$ cat src/cmm_io_map.svh
// register offsets, field positions, reset values and timing counts of the machine I/O interlock
// assumes a 100 MHz system clock and a 32-bit AXI4-Lite register bus
`ifndef CMM_IO_MAP_SVH
`define CMM_IO_MAP_SVH
// ----------------------------------------------------------------------------
// timing
// ----------------------------------------------------------------------------
`define CLK_MHZ        100
`define CFB_DELAY_MS   100
`define FILT_TIME_NS   2000
`define FILT_CYC       ((`FILT_TIME_NS * `CLK_MHZ + 999) / 1000)
// ----------------------------------------------------------------------------
// register byte offsets
// ----------------------------------------------------------------------------
`define OFF_CTRL       8'h00
`define OFF_GPOUT      8'h04
`define OFF_GPIN       8'h08
`define OFF_STATUS     8'h0C
`define OFF_EVENT      8'h10
`define OFF_CFB_TMO    8'h14
`define OFF_INNER_EN   8'h18
`define OFF_LIMITS     8'h1C
// ----------------------------------------------------------------------------
// reset values, input vector positions, event bits, bus answers
// ----------------------------------------------------------------------------
`define RST_CTRL       1'h0
`define RST_GPOUT      7'h00
`define RST_INNER_EN   6'h3F
`define BIT_ESTOP      0
`define BIT_AIR        1
`define BIT_CRASH      2
`define BIT_CFB        3
`define BIT_AMP        4
`define BIT_DETACH     5
`define BIT_OUTER      6
`define BIT_INNER      12
`define BIT_GPIN       18
`define EV_ESTOP       0
`define EV_AIR         1
`define EV_CRASH       2
`define EV_CFB         3
`define EV_OUTER       4
`define EV_INNER       5
`define RESP_OKAY      2'h0
`define RESP_SLVERR    2'h2
`endif

$ cat src/cmm_io_pkg.sv
// types shared by the machine I/O interlock modules
// assumes nothing beyond a SystemVerilog compiler
package cmm_io_pkg;
    // motor power sequence: contactor first, then amplifiers, then servo run
    typedef enum logic [1:0] {DRV_OFF, DRV_CONTACT, DRV_AMP, DRV_RUN} drive_state_t;
endpackage

$ cat src/reg_bus_if.sv
// register access strobes between the bus slave and the register file
// assumes one clock; strobes last one cycle and read data is combinational
`timescale 1ns/1ps
interface reg_bus_if;
    logic        wr_en;
    logic [7:0]  wr_addr;
    logic [31:0] wr_data;
    logic [3:0]  wr_strb;
    logic        wr_err;
    logic        rd_en;
    logic [7:0]  rd_addr;
    logic [31:0] rd_data;
    logic        rd_err;
    modport bus_side (output wr_en, wr_addr, wr_data, wr_strb, rd_en, rd_addr,
                      input wr_err, rd_data, rd_err);
    modport reg_side (input wr_en, wr_addr, wr_data, wr_strb, rd_en, rd_addr,
                      output wr_err, rd_data, rd_err);
endinterface // reg_bus_if

$ cat src/input_filter.sv
// synchroniser and glitch filter for the active-low machine inputs
// assumes inputs may bounce; a level must hold FILT_CYC cycles to be accepted
`timescale 1ns/1ps
`include "cmm_io_map.svh"
module input_filter (
    input  wire logic        clk,
    input  wire logic        reset_n,
    input  wire logic [23:0] raw,
    output logic      [23:0] flt
);
    localparam logic [7:0] FILT_MAX = 8'(`FILT_CYC - 1);

    // one filter per input; reset shows every input open, the unsafe level
    for (genvar i = 0; i < 24; i++) begin : g_bit
        logic       s1;
        logic       s2;
        logic [7:0] cnt;
        always_ff @(posedge clk or negedge reset_n) begin
            if (!reset_n) begin
                s1     <= 1'h1;
                s2     <= 1'h1;
                cnt    <= 8'h00;
                flt[i] <= 1'h1;
            end else begin
                s1 <= raw[i];
                s2 <= s1;
                if (s2 == flt[i]) begin
                    cnt <= 8'h00;
                end else if (cnt == FILT_MAX) begin
                    flt[i] <= s2; // [RL21]
                    cnt    <= 8'h00;
                end else begin
                    cnt <= cnt + 8'h01;
                end
            end
        end
    end
endmodule // input_filter

$ cat src/axi_lite_slave.sv
// AXI4-Lite slave front end: one write and one read in flight at most
// assumes the register file answers reads combinationally in the strobe cycle
`timescale 1ns/1ps
`include "cmm_io_map.svh"
module axi_lite_slave (
    input  wire logic        clk,
    input  wire logic        reset_n,
    reg_bus_if.bus_side      bus,
    input  wire logic [7:0]  awaddr,
    input  wire logic        awvalid,
    output logic             awready,
    input  wire logic [31:0] wdata,
    input  wire logic [3:0]  wstrb,
    input  wire logic        wvalid,
    output logic             wready,
    output logic [1:0]       bresp,
    output logic             bvalid,
    input  wire logic        bready,
    input  wire logic [7:0]  araddr,
    input  wire logic        arvalid,
    output logic             arready,
    output logic [31:0]      rdata,
    output logic [1:0]       rresp,
    output logic             rvalid,
    input  wire logic        rready
);
    // a channel's ready drops once its item is held, and returns after the answer
    assign bus.wr_en   = !awready && !wready && !bvalid;
    assign bus.rd_en   = !arready && !rvalid;

    // ------------------------------------------------------------------------
    // write channels
    // ------------------------------------------------------------------------
    always_ff @(posedge clk or negedge reset_n) begin
        if (!reset_n) begin
            awready     <= 1'h1;
            wready      <= 1'h1;
            bvalid      <= 1'h0;
            bresp       <= `RESP_OKAY;
            bus.wr_addr <= 8'h00;
            bus.wr_data <= 32'h0;
            bus.wr_strb <= 4'h0;
        end else begin
            if (awvalid && awready) begin
                bus.wr_addr <= awaddr;
                awready     <= 1'h0;
            end
            if (wvalid && wready) begin
                bus.wr_data <= wdata;
                bus.wr_strb <= wstrb;
                wready      <= 1'h0;
            end
            if (bus.wr_en) begin
                bvalid <= 1'h1;
                bresp  <= bus.wr_err ? `RESP_SLVERR : `RESP_OKAY;
            end
            if (bvalid && bready) begin
                bvalid  <= 1'h0;
                awready <= 1'h1;
                wready  <= 1'h1;
            end
        end
    end

    // ------------------------------------------------------------------------
    // read channels
    // ------------------------------------------------------------------------
    always_ff @(posedge clk or negedge reset_n) begin
        if (!reset_n) begin
            arready     <= 1'h1;
            rvalid      <= 1'h0;
            rresp       <= `RESP_OKAY;
            rdata       <= 32'h0;
            bus.rd_addr <= 8'h00;
        end else begin
            if (arvalid && arready) begin
                bus.rd_addr <= araddr;
                arready     <= 1'h0;
            end
            if (bus.rd_en) begin
                rvalid <= 1'h1;
                rdata  <= bus.rd_data;
                rresp  <= bus.rd_err ? `RESP_SLVERR : `RESP_OKAY;
            end
            if (rvalid && rready) begin
                rvalid  <= 1'h0;
                arready <= 1'h1;
            end
        end
    end
endmodule // axi_lite_slave

$ cat src/cmm_machine_io_interlock.sv
// machine I/O interlock: filtered safety inputs, motor power sequence, general I/O
// assumes active-low machine inputs asynchronous to CLK and an AXI4-Lite master
//
// Notes on behaviour
// RL1 - a control bit of one turns its general output transistor on
// RL2 - general inputs read zero when pulled low, one when high or open
// RL3 - machine pulls amplifier-ready low once every amplifier is enabled
// RL4 - detached drives, input high or open, never get driven
// RL5 - on re-clutch, servo resumes holding the present position
// RL6 - motors may energise only while emergency stop reads low
// RL7 - emergency stop high disables and refuses motors and flags the host
// RL8 - air pressure not low disables motors and flags the host
// RL9 - unused air monitoring is tied permanently low by the machine
// RL10 - crash input not low disables motors and flags the host
// RL11 - machine pulls contactor feedback low while motor power is present
// RL12 - missing contactor feedback after a delay disables motors and flags host
// RL13 - drives engage only while every outer limit is closed
// RL14 - inner limit stops all axes, backs off offender, then holds
// RL15 - any outer limit disengages all servo drive motors
// RL16 - limit stopping follows host-programmed settings over twelve inputs; here only the six inner limits are host-enabled
// RL17 - one contactor output conducts exactly while motors should energise
// RL18 - one amplifier enable conducts exactly while amplifiers should energise
// RL19 - every machine input is low when safe; high or open means fault
// RL20 - contactor feedback timeout is a host-set cycle count from switch-on
// RL21 - inputs are synchronised and filtered before any interlock decision
//
// Design decisions made here: the AXI4-Lite interface to the registers and the address map.
`timescale 1ns/1ps
`include "cmm_io_map.svh"
module cmm_machine_io_interlock
    import cmm_io_pkg::*;
#(
    parameter int unsigned CFB_TMO_CYC = `CFB_DELAY_MS * 1000 * `CLK_MHZ
) (
    input  wire logic        CLK,
    input  wire logic        RESET_N,
    input  wire logic [7:0]  AWADDR,
    input  wire logic        AWVALID,
    output logic             AWREADY,
    input  wire logic [31:0] WDATA,
    input  wire logic [3:0]  WSTRB,
    input  wire logic        WVALID,
    output logic             WREADY,
    output logic [1:0]       BRESP,
    output logic             BVALID,
    input  wire logic        BREADY,
    input  wire logic [7:0]  ARADDR,
    input  wire logic        ARVALID,
    output logic             ARREADY,
    output logic [31:0]      RDATA,
    output logic [1:0]       RRESP,
    output logic             RVALID,
    input  wire logic        RREADY,
    input  wire logic        ESTOP_IN,
    input  wire logic        AIR_IN,
    input  wire logic        CRASH_IN,
    input  wire logic        CONTACTOR_FB_IN,
    input  wire logic        AMP_READY_IN,
    input  wire logic        DRIVE_DETACHED_INPUT,
    input  wire logic [5:0]  OUTER_LIMIT_IN,
    input  wire logic [5:0]  INNER_LIMIT_IN,
    input  wire logic [5:0]  GP_IN,
    output logic [6:0]       GP_OUT_ON,
    output logic             CONTACTOR_ON,
    output logic             AMP_ENABLE,
    output logic             DRIVE_ENABLE,
    output logic             HOLD_AT_POSITION,
    output logic             STOP_ALL_AXES,
    output logic [5:0]       BACKOFF_SWITCH
);
    // ------------------------------------------------------------------------
    // input conditioning
    // ------------------------------------------------------------------------
    logic [23:0] raw;
    logic [23:0] flt;
    // bit order follows the BIT_ defines
    assign raw = {GP_IN, INNER_LIMIT_IN, OUTER_LIMIT_IN, DRIVE_DETACHED_INPUT,
                  AMP_READY_IN, CONTACTOR_FB_IN, CRASH_IN, AIR_IN, ESTOP_IN};

    input_filter u_filter (
        .clk     (CLK),
        .reset_n (RESET_N),
        .raw     (raw),
        .flt     (flt)
    );

    // a high level is the fault or open state on every input
    wire       estop  = flt[`BIT_ESTOP]; // [RL19]
    wire       air    = flt[`BIT_AIR];
    wire       crash  = flt[`BIT_CRASH];
    wire       cfb    = flt[`BIT_CFB];
    wire       amp_nr = flt[`BIT_AMP];
    wire       detach = flt[`BIT_DETACH];
    wire [5:0] outer  = flt[`BIT_OUTER +: 6];
    wire [5:0] inner  = flt[`BIT_INNER +: 6];
    wire [5:0] gpin   = flt[`BIT_GPIN +: 6];

    // ------------------------------------------------------------------------
    // bus slave
    // ------------------------------------------------------------------------
    // strobes last one cycle each
    reg_bus_if bus ();

    axi_lite_slave u_axi (
        .clk     (CLK),
        .reset_n (RESET_N),
        .bus     (bus.bus_side),
        .awaddr  (AWADDR),
        .awvalid (AWVALID),
        .awready (AWREADY),
        .wdata   (WDATA),
        .wstrb   (WSTRB),
        .wvalid  (WVALID),
        .wready  (WREADY),
        .bresp   (BRESP),
        .bvalid  (BVALID),
        .bready  (BREADY),
        .araddr  (ARADDR),
        .arvalid (ARVALID),
        .arready (ARREADY),
        .rdata   (RDATA),
        .rresp   (RRESP),
        .rvalid  (RVALID),
        .rready  (RREADY)
    );

    // ------------------------------------------------------------------------
    // registers and write decode
    // ------------------------------------------------------------------------
    drive_state_t state;
    drive_state_t next_state;
    logic         drive_req;
    logic [31:0]  cfb_tmo;
    logic [31:0]  cfb_cnt;
    logic [5:0]   inner_en;
    logic [5:0]   events;
    logic         detach_d;

    // narrow registers use lane 0 only
    wire wr_ctrl  = bus.wr_en && bus.wr_addr == `OFF_CTRL && bus.wr_strb[0];
    wire wr_gpout = bus.wr_en && bus.wr_addr == `OFF_GPOUT && bus.wr_strb[0];
    wire wr_event = bus.wr_en && bus.wr_addr == `OFF_EVENT && bus.wr_strb[0];
    wire wr_tmo   = bus.wr_en && bus.wr_addr == `OFF_CFB_TMO;
    wire wr_inen  = bus.wr_en && bus.wr_addr == `OFF_INNER_EN && bus.wr_strb[0];
    wire addr_ok  = bus.wr_addr inside {`OFF_CTRL, `OFF_GPOUT, `OFF_GPIN,
                    `OFF_STATUS, `OFF_EVENT, `OFF_CFB_TMO, `OFF_INNER_EN, `OFF_LIMITS};
    wire rd_ok    = bus.rd_addr inside {`OFF_CTRL, `OFF_GPOUT, `OFF_GPIN,
                    `OFF_STATUS, `OFF_EVENT, `OFF_CFB_TMO, `OFF_INNER_EN, `OFF_LIMITS};
    assign bus.wr_err = !addr_ok;
    assign bus.rd_err = !rd_ok;

    // byte-lane merge for the one wide register
    logic [31:0] next_cfb_tmo;
    for (genvar b = 0; b < 4; b++) begin : g_lane
        assign next_cfb_tmo[8*b +: 8] = (wr_tmo && bus.wr_strb[b]) ?
                                        bus.wr_data[8*b +: 8] : cfb_tmo[8*b +: 8];
    end

    // ------------------------------------------------------------------------
    // interlock decisions
    // ------------------------------------------------------------------------
    // contactor counted from switch-on; afterwards feedback must stay low
    wire cfb_late = state == DRV_CONTACT && cfb && cfb_cnt >= cfb_tmo; // [RL12] [RL20]
    wire cfb_lost = (state == DRV_AMP || state == DRV_RUN) && cfb;
    wire cfb_fail = cfb_late || cfb_lost;
    wire outer_any = |outer; // [RL15]
    wire [5:0] inner_hit = inner & inner_en; // [RL16]
    wire fault_now = estop || air || crash || outer_any || cfb_fail; // [RL7] [RL8] [RL10]
    // engaging also needs every outer switch closed and no emergency stop
    wire permit = !estop && !air && !crash && !outer_any; // [RL6] [RL13]
    // a dropped request also powers down
    wire halt = fault_now || !drive_req;
    wire [5:0] ev_set = {|inner_hit, outer_any, cfb_fail, crash, air, estop};
    wire [5:0] ev_clr = wr_event ? bus.wr_data[5:0] : 6'h00;
    // a fault drops the request so software must ask again; the kill beats a write
    wire next_drive_req = fault_now ? 1'h0 : (wr_ctrl ? bus.wr_data[0] : drive_req);

    // motor power sequence
    always_comb begin
        next_state = state;
        unique case (state)
            DRV_OFF:     if (drive_req && permit) next_state = DRV_CONTACT;
            DRV_CONTACT: if (halt) next_state = DRV_OFF;
                         else if (!cfb) next_state = DRV_AMP;
            DRV_AMP:     if (halt) next_state = DRV_OFF;
                         else if (!amp_nr) next_state = DRV_RUN; // [RL3]
            DRV_RUN:     if (halt) next_state = DRV_OFF;
        endcase
    end

    // ------------------------------------------------------------------------
    // state, registers and outputs
    // ------------------------------------------------------------------------
    always_ff @(posedge CLK or negedge RESET_N) begin
        if (!RESET_N) begin
            state     <= DRV_OFF;
            drive_req <= `RST_CTRL;
            GP_OUT_ON <= `RST_GPOUT;
            cfb_tmo   <= 32'(CFB_TMO_CYC);
            inner_en  <= `RST_INNER_EN;
            events    <= 6'h00;
            cfb_cnt   <= 32'h0;
            detach_d  <= 1'h1;
        end else begin
            state     <= next_state;
            drive_req <= next_drive_req;
            cfb_tmo   <= next_cfb_tmo;
            detach_d  <= detach;
            if (wr_gpout) GP_OUT_ON <= bus.wr_data[6:0]; // [RL1]
            if (wr_inen) inner_en <= bus.wr_data[5:0];
            events    <= ev_set | (events & ~ev_clr); // set wins over clear
            if (state != DRV_CONTACT) cfb_cnt <= 32'h0; // [RL20]
            else if (cfb_cnt != 32'hFFFFFFFF) cfb_cnt <= cfb_cnt + 32'h1;
        end
    end

    // power outputs follow the next state so a fault opens them one edge later
    always_ff @(posedge CLK or negedge RESET_N) begin
        if (!RESET_N) begin
            CONTACTOR_ON     <= 1'h0;
            AMP_ENABLE       <= 1'h0;
            DRIVE_ENABLE     <= 1'h0;
            HOLD_AT_POSITION <= 1'h0;
            STOP_ALL_AXES    <= 1'h0;
            BACKOFF_SWITCH   <= 6'h00;
        end else begin
            CONTACTOR_ON     <= next_state != DRV_OFF; // [RL17]
            AMP_ENABLE       <= next_state inside {DRV_AMP, DRV_RUN}; // [RL18]
            DRIVE_ENABLE     <= next_state == DRV_RUN && !detach; // [RL4]
            HOLD_AT_POSITION <= state == DRV_RUN && next_state == DRV_RUN
                                && detach_d && !detach; // [RL5]
            STOP_ALL_AXES    <= |inner_hit; // [RL14]
            BACKOFF_SWITCH   <= inner_hit;
        end
    end

    // ------------------------------------------------------------------------
    // read mux
    // ------------------------------------------------------------------------
    // unmapped reads return zero
    wire [31:0] status = {22'h0, 2'(state), 2'h0, flt[5:0]};
    assign bus.rd_data =
        (bus.rd_addr == `OFF_CTRL)     ? {31'h0, drive_req} :
        (bus.rd_addr == `OFF_GPOUT)    ? {25'h0, GP_OUT_ON} :
        (bus.rd_addr == `OFF_GPIN)     ? {26'h0, gpin} : // [RL2]
        (bus.rd_addr == `OFF_STATUS)   ? status :
        (bus.rd_addr == `OFF_EVENT)    ? {26'h0, events} :
        (bus.rd_addr == `OFF_CFB_TMO)  ? cfb_tmo :
        (bus.rd_addr == `OFF_INNER_EN) ? {26'h0, inner_en} :
        (bus.rd_addr == `OFF_LIMITS)   ? {20'h0, inner, outer} : 32'h0;
endmodule // cmm_machine_io_interlock

$ cat config.mk
export PLATFORM = sky130hd
export DESIGN_NAME = cmm_machine_io_interlock
export DESIGN_NICKNAME = d
export VERILOG_FILES = /design/src/cmm_io_pkg.sv /design/src/reg_bus_if.sv /design/src/input_filter.sv /design/src/axi_lite_slave.sv /design/src/cmm_machine_io_interlock.sv
export VERILOG_INCLUDE_DIRS = /design/src
export SDC_FILE = /design/constraint.sdc
export NUM_CORES = 1
export LEC_CHECK = 0
export BUFFER_PORTS_ARGS = -buffer_cell sky130_fd_sc_hd__clkbuf_2
export CORE_UTILIZATION = 65
export DETAILED_ROUTE_END_ITERATION = 8
export GPL_TIMING_DRIVEN = 0
export PLACE_DENSITY = 0.85
export SYNTH_ARGS = -nofsm -noshare
export SYNTH_HDL_FRONTEND = slang
export SYNTH_SLANG_ARGS = --single-unit
export TNS_END_PERCENT = 20
$ cat constraint.sdc
create_clock -name CLK -period 5.7 [get_ports CLK]
set_input_delay 0 -clock CLK [delete_from_list [all_inputs] [get_ports CLK]]
set_output_delay 0 -clock CLK [all_outputs]
set_load 0.01 [all_outputs]
* Yosys cells after proc, flatten, opt, wreduce, memory -nomap -nowiden
Index checks and enable logic that the tools add are counted.
Word-level totals: bits in registers 455, latch bits 0, memory bits (writable) 0, ROM bits 0, input bits 83, output and inout bits 59, word-level logic and storage cells 418, memories kept 0
Cells by class: $add $sub $neg 25, multiply operators 0, div/mod/pow operators 0, magnitude comparators 1, eq/ne operators 69, shift operators 0, mux-type cells 80, bitwise operators 28, reductions and logical operators 90
Operator list (number):
- two-way mux 8 bit | 48
- two-way mux 32 bit | 8
- adder 8 x 1 -> 8 bit, second input constant | 24
- equality test 8 bit, second input constant | 24
- equality test 8 x 5 -> 1 bit, second input constant | 8
- AND reduction 2 bit | 24
- adder 32 x 1 -> 32 bit, second input constant | 1
- equality test 8 x 4 -> 1 bit, second input constant | 4
- >= comparator 32 bit | 1
- logical AND 1 bit | 32
- inequality test 32 bit, second input constant | 1
- equality test 1 bit | 24
- two-way mux 12 bit | 2
- NOT 1 bit | 24
- nonzero test 2 bit | 9
- equality test 8 x 3 -> 1 bit, second input constant | 2
- logical NOT 8 bit | 2
- two-way mux 2 bit | 8
- nonzero test 8 bit | 2
- AND 6 bit | 2
- two-way mux 1 bit | 12
- OR reduction 6 bit | 2
- logical NOT 1 bit | 11
- equality test 2 bit, second input constant | 4
- 8 further kinds | 14

* Longest topological paths before layout
Gate-level depths: netlist (run 1).
word-level depth 12, depth in mapped cells 8, mapped depth without buffers 8

* Cells and area by module
A second synthesis (run 1) with hierarchy kept.
Second synthesis, totals: cell total of the unflattened synthesis 1836, area total of the unflattened synthesis 21473.1 µm²
By module, submodules not included:
- input_filter | times used 1, cells an instance 1075, area an instance 12290.5 µm², seq. area each 6696.4 µm²
- cmm_machine_io_interlock | times used 1, cells an instance 559, area an instance 5641.7 µm², seq. area each 2446.1 µm²
- axi_lite_slave | times used 1, cells an instance 202, area an instance 3540.9 µm², seq. area each 2280.9 µm²

* Worst setup path after synthesis (run 1)
No wires, ideal clock.
path type reg-to-reg, start reg cfb_cnt[0], end reg state[0], library setup time 0.080 ns, arrival time 2.068 ns, required time 5.620 ns, path slack 3.552 ns, cell stages (with the launch flop) 9, buffers on the path 0, period minus slack after synthesis 2.148 ns, cells stage by stage dfrtp_1 -> inv_1 -> ha_1 -> nand2b_1 -> a2111oi_0 -> nor4b_1 -> o311a_1 -> or3b_1 -> a21oi_1
Between the ends: cells in the longest elaborated chain, start to end 7, elaborated cells on any way between the ends 9, those cells by class order compare (1); mux (4); reduce/logical (4)
Ends and longest elaborated chain:
- from (decl) | line cmm_machine_io_interlock.sv:134 | logic [31:0] cfb_cnt;
- from (signal assigned) | line cmm_machine_io_interlock.sv:213 | else if (cfb_cnt != 32'hFFFFFFFF) cfb_cnt <= cfb_cnt + 32'h1;
- >= comparator 32 bit (*) | line cmm_machine_io_interlock.sv:163 | wire cfb_late = state == DRV_CONTACT && cfb && cfb_cnt >= cfb_tmo;
- logical AND 1 bit (*) | line cmm_machine_io_interlock.sv:163
- logical OR 1 bit (*) | line cmm_machine_io_interlock.sv:165 | wire cfb_fail = cfb_late || cfb_lost;
- logical OR 1 bit (*) | line cmm_machine_io_interlock.sv:168 | wire fault_now = estop || air || crash || outer_any || cfb_fail;
- logical OR 1 bit (*) | line cmm_machine_io_interlock.sv:172 | wire halt = fault_now || !drive_req;
- two-way mux 2 bit, on equally long branches | line cmm_machine_io_interlock.sv:187, cmm_machine_io_interlock.sv:183, cmm_machine_io_interlock.sv:185
- case mux 2 bit (4 select lines) (*) | line cmm_machine_io_interlock.sv:181 | unique case (state)
- net next_state[0] | line cmm_machine_io_interlock.sv:131 | drive_state_t next_state;
- to (signal assigned) | line cmm_machine_io_interlock.sv:205 | state <= next_state;
- to (decl) | line cmm_machine_io_interlock.sv:130 | drive_state_t state;
Mark *: on every way through the listed nets, which the timed path passes. The rest lies on a longest branch. A chain may end at the register's enable or synchronous reset.

* Worst setup path after layout (run 1)
start reg cfb_tmo[7], end reg CONTACTOR_ON
Between the ends: cells in the longest elaborated chain, start to end 8, elaborated cells on any way between the ends 10, those cells by class order compare (1); mux (4); reduce/logical (5)
Ends and longest elaborated chain:
- from (decl) | line cmm_machine_io_interlock.sv:133 | logic [31:0] cfb_tmo;
- from (signal assigned) | line cmm_machine_io_interlock.sv:199 | cfb_tmo <= 32'(CFB_TMO_CYC);
- from (signal assigned) | line cmm_machine_io_interlock.sv:207 | cfb_tmo <= next_cfb_tmo;
- >= comparator 32 bit (*) | line cmm_machine_io_interlock.sv:163
- logical AND 1 bit (*) | line cmm_machine_io_interlock.sv:163
- logical OR 1 bit (*) | line cmm_machine_io_interlock.sv:165
- logical OR 1 bit (*) | line cmm_machine_io_interlock.sv:168
- logical OR 1 bit (*) | line cmm_machine_io_interlock.sv:172
- two-way mux 2 bit, on equally long branches | line cmm_machine_io_interlock.sv:187, cmm_machine_io_interlock.sv:183, cmm_machine_io_interlock.sv:185
- case mux 2 bit (4 select lines) (*) | line cmm_machine_io_interlock.sv:181
- nonzero test 2 bit (*) | line cmm_machine_io_interlock.sv:227 | CONTACTOR_ON <= next_state != DRV_OFF;
- to (signal assigned) | line cmm_machine_io_interlock.sv:220 | CONTACTOR_ON <= 1'h0;
- to (signal assigned) | line cmm_machine_io_interlock.sv:227
- to (decl) | line cmm_machine_io_interlock.sv:64 | output logic CONTACTOR_ON,
Mark *: on every way between the ends. The rest lies on a longest branch, timed or not.

==> impl_metrics.json, run 1 <==
{
  "start_util_pct": 66.6,
  "ir_drop_uv": 342,
  "critPathRequiredTime_ns": 6.14,
  "syn-cell-area_mm2": 0.0199,
  "synth_edf_count": 0,
  "maxSlewViolCount": 0,
  "synth_cell_types": 65,
  "rrSetupSlack_ns": 3.09,
  "grt_overflow": 0,
  "timing.rr.end": "CONTACTOR_ON",
  "cp_max_fo": 3,
  "ctsResizeCount": 0,
  "path_buf_inv": 1,
  "cts-buffers-inserted": 44,
  "area_growth_syn_to_layout_pct": 17.9,
  "whs_path_depth": 2,
  "avgSynthCellArea_um2": 11.9,
  "slew_headroom_pct": 29.0,
  "hold_violations": 0,
  "htreeDepth": 2,
  "ys_ff_latch": 453,
  "yosys.area.top_type": "dfrtp_1",
  "fp.dieArea_mm2": 0.0314,
  "finalSetupViolCount": 0,
  "grt_max_degree": 122,
  "r2r_start": "cfb_tmo[7]",
  "path_cells": "inv_1 -> ha_1 -> a21oi_1 -> o21ai_0 -> a21o_1 -> o311a_1 -> o221ai_1 -> nor2b_1",
  "syn_inst": 1682,
  "grt_pass1_vias": 14387,
  "hold_path_class": "input pin to flip-flop",
  "yosysMostFrequentCell": "dfrtp_1",
  "multi_input_area_mm2": 0.00809,
  "vias": 13971,
  "port_buffers": 139,
  "cts.path.max_buffers": 3,
  "die_h_um": 177,
  "design_area_mm2": 0.0235,
  "final_nets": 2096,
  "grt_pass1_wl_um": 73500,
  "maxCapViolCount": 0,
  "powerDensity_mw_per_mm2": 339,
  "postCtsSetupRepairBufs": 0,
  "yosysSeqAreaShare_pct": 57.4,
  "crit_family": "compound AO/OA/AOI/OAI gates",
  "grt_use_total_pct": 29.8,
  "layout-drive-gt1-share_pct": 23.3,
  "ys_warn_count": 0,
  "gp_congestion": 0.875,
  "coreArea_mm2": 0.0300,
  "cts_tree": "built",
  "drc": 0,
  "critPathKind": "flip-flop to flip-flop",
  "worst-r2r-cell-count": 8,
  "fmax_mhz": 384,
  "fill_cells": 1700,
  "synth_commonest_cells": "dfrtp_1 (363), nor2_1 (237), nand3_1 (115)",
  "vias_per_cell": 5.87,
  "slowest_delay_ns": 0.55,
  "period_share_pct": 45.7,
  "ios": 142,
  "setup.worst_path.end_class": "flip-flop",
  "status": "finished clean",
  "place_area_mm2": 0.0212,
  "antenna_found_initial": 1,
  "fin_crit_ns": 2.61,
  "tightest_slew_ns": 1.05,
  "register_area_mm2": 0.0114,
  "finClkSkew_ns": 0.0155,
  "start_kind": "flip-flop",
  "dp_hpwl_um": 28600,
  "yosys.area.top_type_share_pct": 45.5,
  "holdPathEnd": "u_filter.g_bit[8].s1",
  "finalCoreUtilization_pct": 78.5,
  "clk_latency_ns": 0.54,
  "antenna_left": 0,
  "critPathSlowestCell": "dfstp_2",
  "setup_tns_ns": 0,
  "clkSinkCount": 453,
  "async_flop_share_pct": 100,
  "wl_per_cell_um": 18.9,
  "synth_ff_type": "dfrtp_1",
  "dr.pass1.iters": 5,
  "arrival_ns": 3.04,
  "hold_start": "OUTER_LIMIT_IN[2]",
  "wirelength_um": 44900,
  "leakagePower_nw": 11.0,
  "rsz0062_at_grt": "no",
  "root_buffer": "clkbuf_16",
  "synthTopCellsByArea": "dfrtp_1 (46%), dfstp_2 (12%), xor2_1 (5.0%), mux2_2 (4.8%), nor2_1 (4.5%)",
  "clkTransAtPathRegs_ns": 0.06,
  "die_w_um": 177,
  "dr.first_iter.drc_count": 1055,
  "fp-row-count": 63
}
==> registers in the layout, summed over array words and instances, names as in the netlist, 2 cells and up <==
register and count:
BACKOFF_SWITCH 6, GP_OUT_ON 7, cfb_cnt 32, cfb_tmo 32, events 6, inner_en 6
state 2, u_axi.bus.rd_addr 8, u_axi.bus.wr_addr 8, u_axi.bus.wr_data 32, u_axi.bus.wr_strb 4, u_axi.rdata 32
u_filter.flt 24, u_filter.g_bit.cnt 192, u_filter.g_bit.s1 24, u_filter.g_bit.s2 24
==> layout make-up <==
class / instances / area share, %
multi-input cells: 1125 / 34.4
repair buffers: 227 / 6.96
flip-flops and latches: 453 / 48.7
inverters: 60 / 0.957
clock buffers: 72 / 5.60
diodes: 1 / 0.0106
plain buffers: 45 / 0.798
clock inverters: 9 / 0.542
well taps: 390 / 2.07
==> cell usage in the layout (no fill, tap or decap), drive strengths merged, types with 4 or more instances in the layout <==
master and count:
dfrtp 363, clkbuf 248, nor2 239, mux2 124, nand3 116, xor2 114, dfstp 90, dlygate4sd3 85
xnor2 79, inv 62, ha 57, and3 53, nand2 50, nand4 43, nor4 32, a22o 30
o21ai 27, or2 26, a21oi 22, and2 14, nor3 14, nor2b 13, buf 11, nand2b 6
a21o 6, a221oi 5, mux2i 5, mux4 5, or3 4, a31oi 4, clkinv 4, nor4b 4
==> what timing repair did <==
action | in CTS | in global routing
hold buffers | 85 | 0
hold endpoints to repair | 160 | 0
endpoints found under the setup margin | 0 | 0
==> worst max-delay path by stage <==
stage                     startpoint                        end  slack [ns]  depth (start not counted)
after CTS                 cfb_cnt[0]               CONTACTOR_ON        3.14                          8
after global routing      cfb_cnt[0]               CONTACTOR_ON        3.02                          8
after floorplan           cfb_cnt[0]                   state[0]        3.55                          8
after global placement       RESET_N  u_filter.g_bit[13].cnt[0]       -5.02                          1
after detailed placement  cfb_cnt[0]               CONTACTOR_ON        3.15                          8
final                     cfb_tmo[7]               CONTACTOR_ON        3.09                          8
==> per-layer routing <==
layer / share of wire [%] / up-vias / global-route usage [%] / wire (um)
met4: 3.7 / 0 / 11.9 / 1670
met3: 5.7 / 122 / 4.75 / 2560
met1: 40 / 7020 / 38.7 / 18200
met5: 0 / - / 0 / 0
met2: 50 / 478 / 50.2 / 22500
li1: - / 6351 / - / -
==> stage by stage <==
| step | worst slack, ns | hold WS, ns | total power [W] | std cells |
|---|---|---|---|---|
| 2_1_floorplan | 3.55 | -0.296 | 0.00453 | 1683 |
| 3_3_place_gp | -5.02 | 0.0870 | 0.00489 | 2212 |
| 3_5_place_dp | 3.15 | 0.0888 | 0.00497 | 2215 |
| 4_1_cts | 3.14 | 0.0703 | 0.00794 | 2381 |
| 5_1_grt | 3.02 | 0.0854 | 0.00827 | 2382 |
| 6_report | 3.09 | 0.0895 | 0.00797 | 2382 |
==> where the power goes <==
group | internal, W | total, W | switching, W | leakage [nW]
combinational | 0.000531 | 0.00115 | 0.000621 | 4.46
sequential | 0.00357 | 0.00389 | 0.000323 | 5.81
clock | 0.00172 | 0.00293 | 0.00121 | 0.708
==> cell families after synthesis <==
family / Yosys count / synth area share (%)
simple gates: 629 / 16.3
flops: 453 / 57.4
xor+xnor: 193 / 8.47
mux: 134 / 8.42
compound gates: 110 / 3.77
buf+inv: 105 / 2.07
fa+ha+maj: 57 / 3.58
other cells: 1 / 0.0188
No activity file was read; power rests on OpenSTA's default activity.
==> run 2, diff against run 1 <==
Settings changed: CORE_UTILIZATION 65 to 60, PLACE_DENSITY 0.85 to 0.79.
Clock period 5.7 ns to 2.5 ns, I/O delays scaled along.
==> impl_metrics.json, run 2 (synthesis gave the netlist of run 1 again) <==
{
  "status": "finished clean",
  "setup.worst_path.end_class": "flip-flop",
  "r2r_start": "cfb_cnt[0]",
  "wl_per_cell_um": 17.5,
  "seq_power_share_pct": 47.7,
  "cts-buffers-inserted": 46,
  "arrival_ns": 2.90,
  "coreArea_mm2": 0.0326,
  "root_buffer": "clkbuf_16",
  "hold_violations": 0,
  "fp.dieArea_mm2": 0.0340,
  "fill_cells": 2156,
  "hold_path_class": "input pin to async pin",
  "critPathKind": "flip-flop to flip-flop",
  "critPathRequiredTime_ns": 2.95,
  "grt_pass1_wl_um": 69800,
  "worstSetupStartpoint": "cfb_cnt[0]",
  "vias_per_cell": 5.52,
  "rrSetupSlack_ns": 0.05,
  "powerDensity_mw_per_mm2": 780,
  "cts.path.max_buffers": 3,
  "register_area_mm2": 0.0114,
  "period_share_pct": 97.9,
  "port_buffers": 139,
  "vias": 13478,
  "final_nets": 2099,
  "clk_latency_ns": 0.55,
  "fp-row-count": 66,
  "comb_power_share_pct": 14.1,
  "grt_use_total_pct": 26.0,
  "cts_tree": "built",
  "grt_overflow": 0,
  "dp_hpwl_um": 28300,
  "largest_reg_flops": 192,
  "start_util_pct": 61.2,
  "die_w_um": 184,
  "maxSlewViolCount": 0,
  "ir_drop_uv": 553,
  "finClkSkew_ns": 0.0110,
  "grt_max_degree": 112,
  "timing.rr.end": "state[0]",
  "cp_max_fo": 5,
  "layout-drive-gt1-share_pct": 23.9,
  "clock_power_share_pct": 38.2,
  "dr.pass1.iters": 5,
  "worst-r2r-cell-count": 8,
  "start_kind": "flip-flop",
  "antenna_found_initial": 4,
  "multi_input_area_mm2": 0.00812,
  "drc": 0,
  "fin_crit_ns": 2.45,
  "p_switching_w": 0.00490,
  "dr.first_iter.drc_count": 807,
  "htreeDepth": 2,
  "grt_pass1_vias": 13729,
  "swShare_pct": 26.4,
  "cellInternalPower_w": 0.0136,
  "top_register": "u_filter.g_bit.cnt",
  "leakagePower_nw": 11.1,
  "ios": 142,
  "die_h_um": 184,
  "wirelength_um": 42800,
  "gp_congestion": 0.943,
  "slew_headroom_pct": 29.2,
  "fmax_mhz": 409,
  "setup_tns_ns": 0,
  "tightest_slew_ns": 1.05,
  "maxCapViolCount": 0,
  "mostFrequentLayoutCell": "dfrtp_1",
  "final_cell_mix": "dfrtp_1 (362), nor2_1 (237), clkbuf_2 (139)",
  "design_area_mm2": 0.0238,
  "clkTransAtPathRegs_ns": 0.06,
  "finalSetupViolCount": 0,
  "area_growth_syn_to_layout_pct": 19.2,
  "rsz0062_at_grt": "yes",
  "place_area_mm2": 0.0213,
  "clkSinkCount": 453,
  "antenna_left": 0
}
-- run 2: critical path: stages (launching register included) --
cell and delay [ns]:
dfrtp_2 0.41, inv_1 0.06, ha_1 0.26, nand2b_1 0.15, a2111oi_2 0.42, nor4b_2 0.11, o311a_1 0.35, or3b_1 0.42
a21oi_1 0.19
-- run 2: metrics by stage --
step | utilization, % | worst slack, ns | total power, W | hold WS (ns) | cells
floorplan | - | 0.352 | 0.0103 | -0.296 | 1683
global placement | 65.0 | -8.34 | 0.0112 | 0.0885 | 2264
detailed placement | 65.4 | -0.132 | 0.0113 | 0.0310 | 2268
CTS | 72.8 | 0.0138 | 0.0185 | 0.0377 | 2439
global route | 72.9 | -0.0405 | 0.0193 | 0.0788 | 2443
finish | 72.9 | 0.0523 | 0.0185 | 0.0153 | 2443
-- run 2: cell type report --
class | instances | share of cell area [%]
flip-flops and latches | 453 | 48.1
diodes | 4 | 0.0421
multi-input cells | 1125 | 34.1
well taps | 442 | 2.33
repair buffers | 228 | 7.00
inverters | 60 | 0.947
clock buffers | 74 | 5.93
clock inverters | 12 | 0.684
plain buffers | 45 | 0.794
-- run 2: timing repair --
item                                    in CTS  in global routing
hold endpoints to repair                   228                  0
hold buffers                                85                  0
pin swaps                                    0                  0
buffers inserted                             0                  0
resized for setup                            3                  5
endpoints found under the setup margin       4                  7
-- run 2: how the worst max path moves through the flow --
stage,end,slack [ns],cells past startpoint
after floorplan,state[0],0.35,8
after global placement,u_filter.g_bit[13].cnt[0],-8.34,1
after detailed placement,events[3],-0.13,8
after CTS,state[0],0.01,8
after global routing,state[0],-0.04,8
final,state[0],0.05,8
-- run 2: power groups by stage --
stage                     registers [W]  logic [W]  clock network [W]
after floorplan                 0.00873    0.00160                  0
after global placement          0.00887    0.00229                  0
after detailed placement        0.00890    0.00241                  0
after CTS                       0.00879    0.00257            0.00717
after global routing            0.00891    0.00287            0.00750
final                           0.00884    0.00262            0.00708
-- run 2: per-layer routing --
metal	vias up	share of wire (%)	track usage, %
met4	0	3.2	9.43
li1	6339	-	-
met5	-	0	0
met1	6721	43	34.3
met3	94	4.5	4.60
met2	324	49	43.1
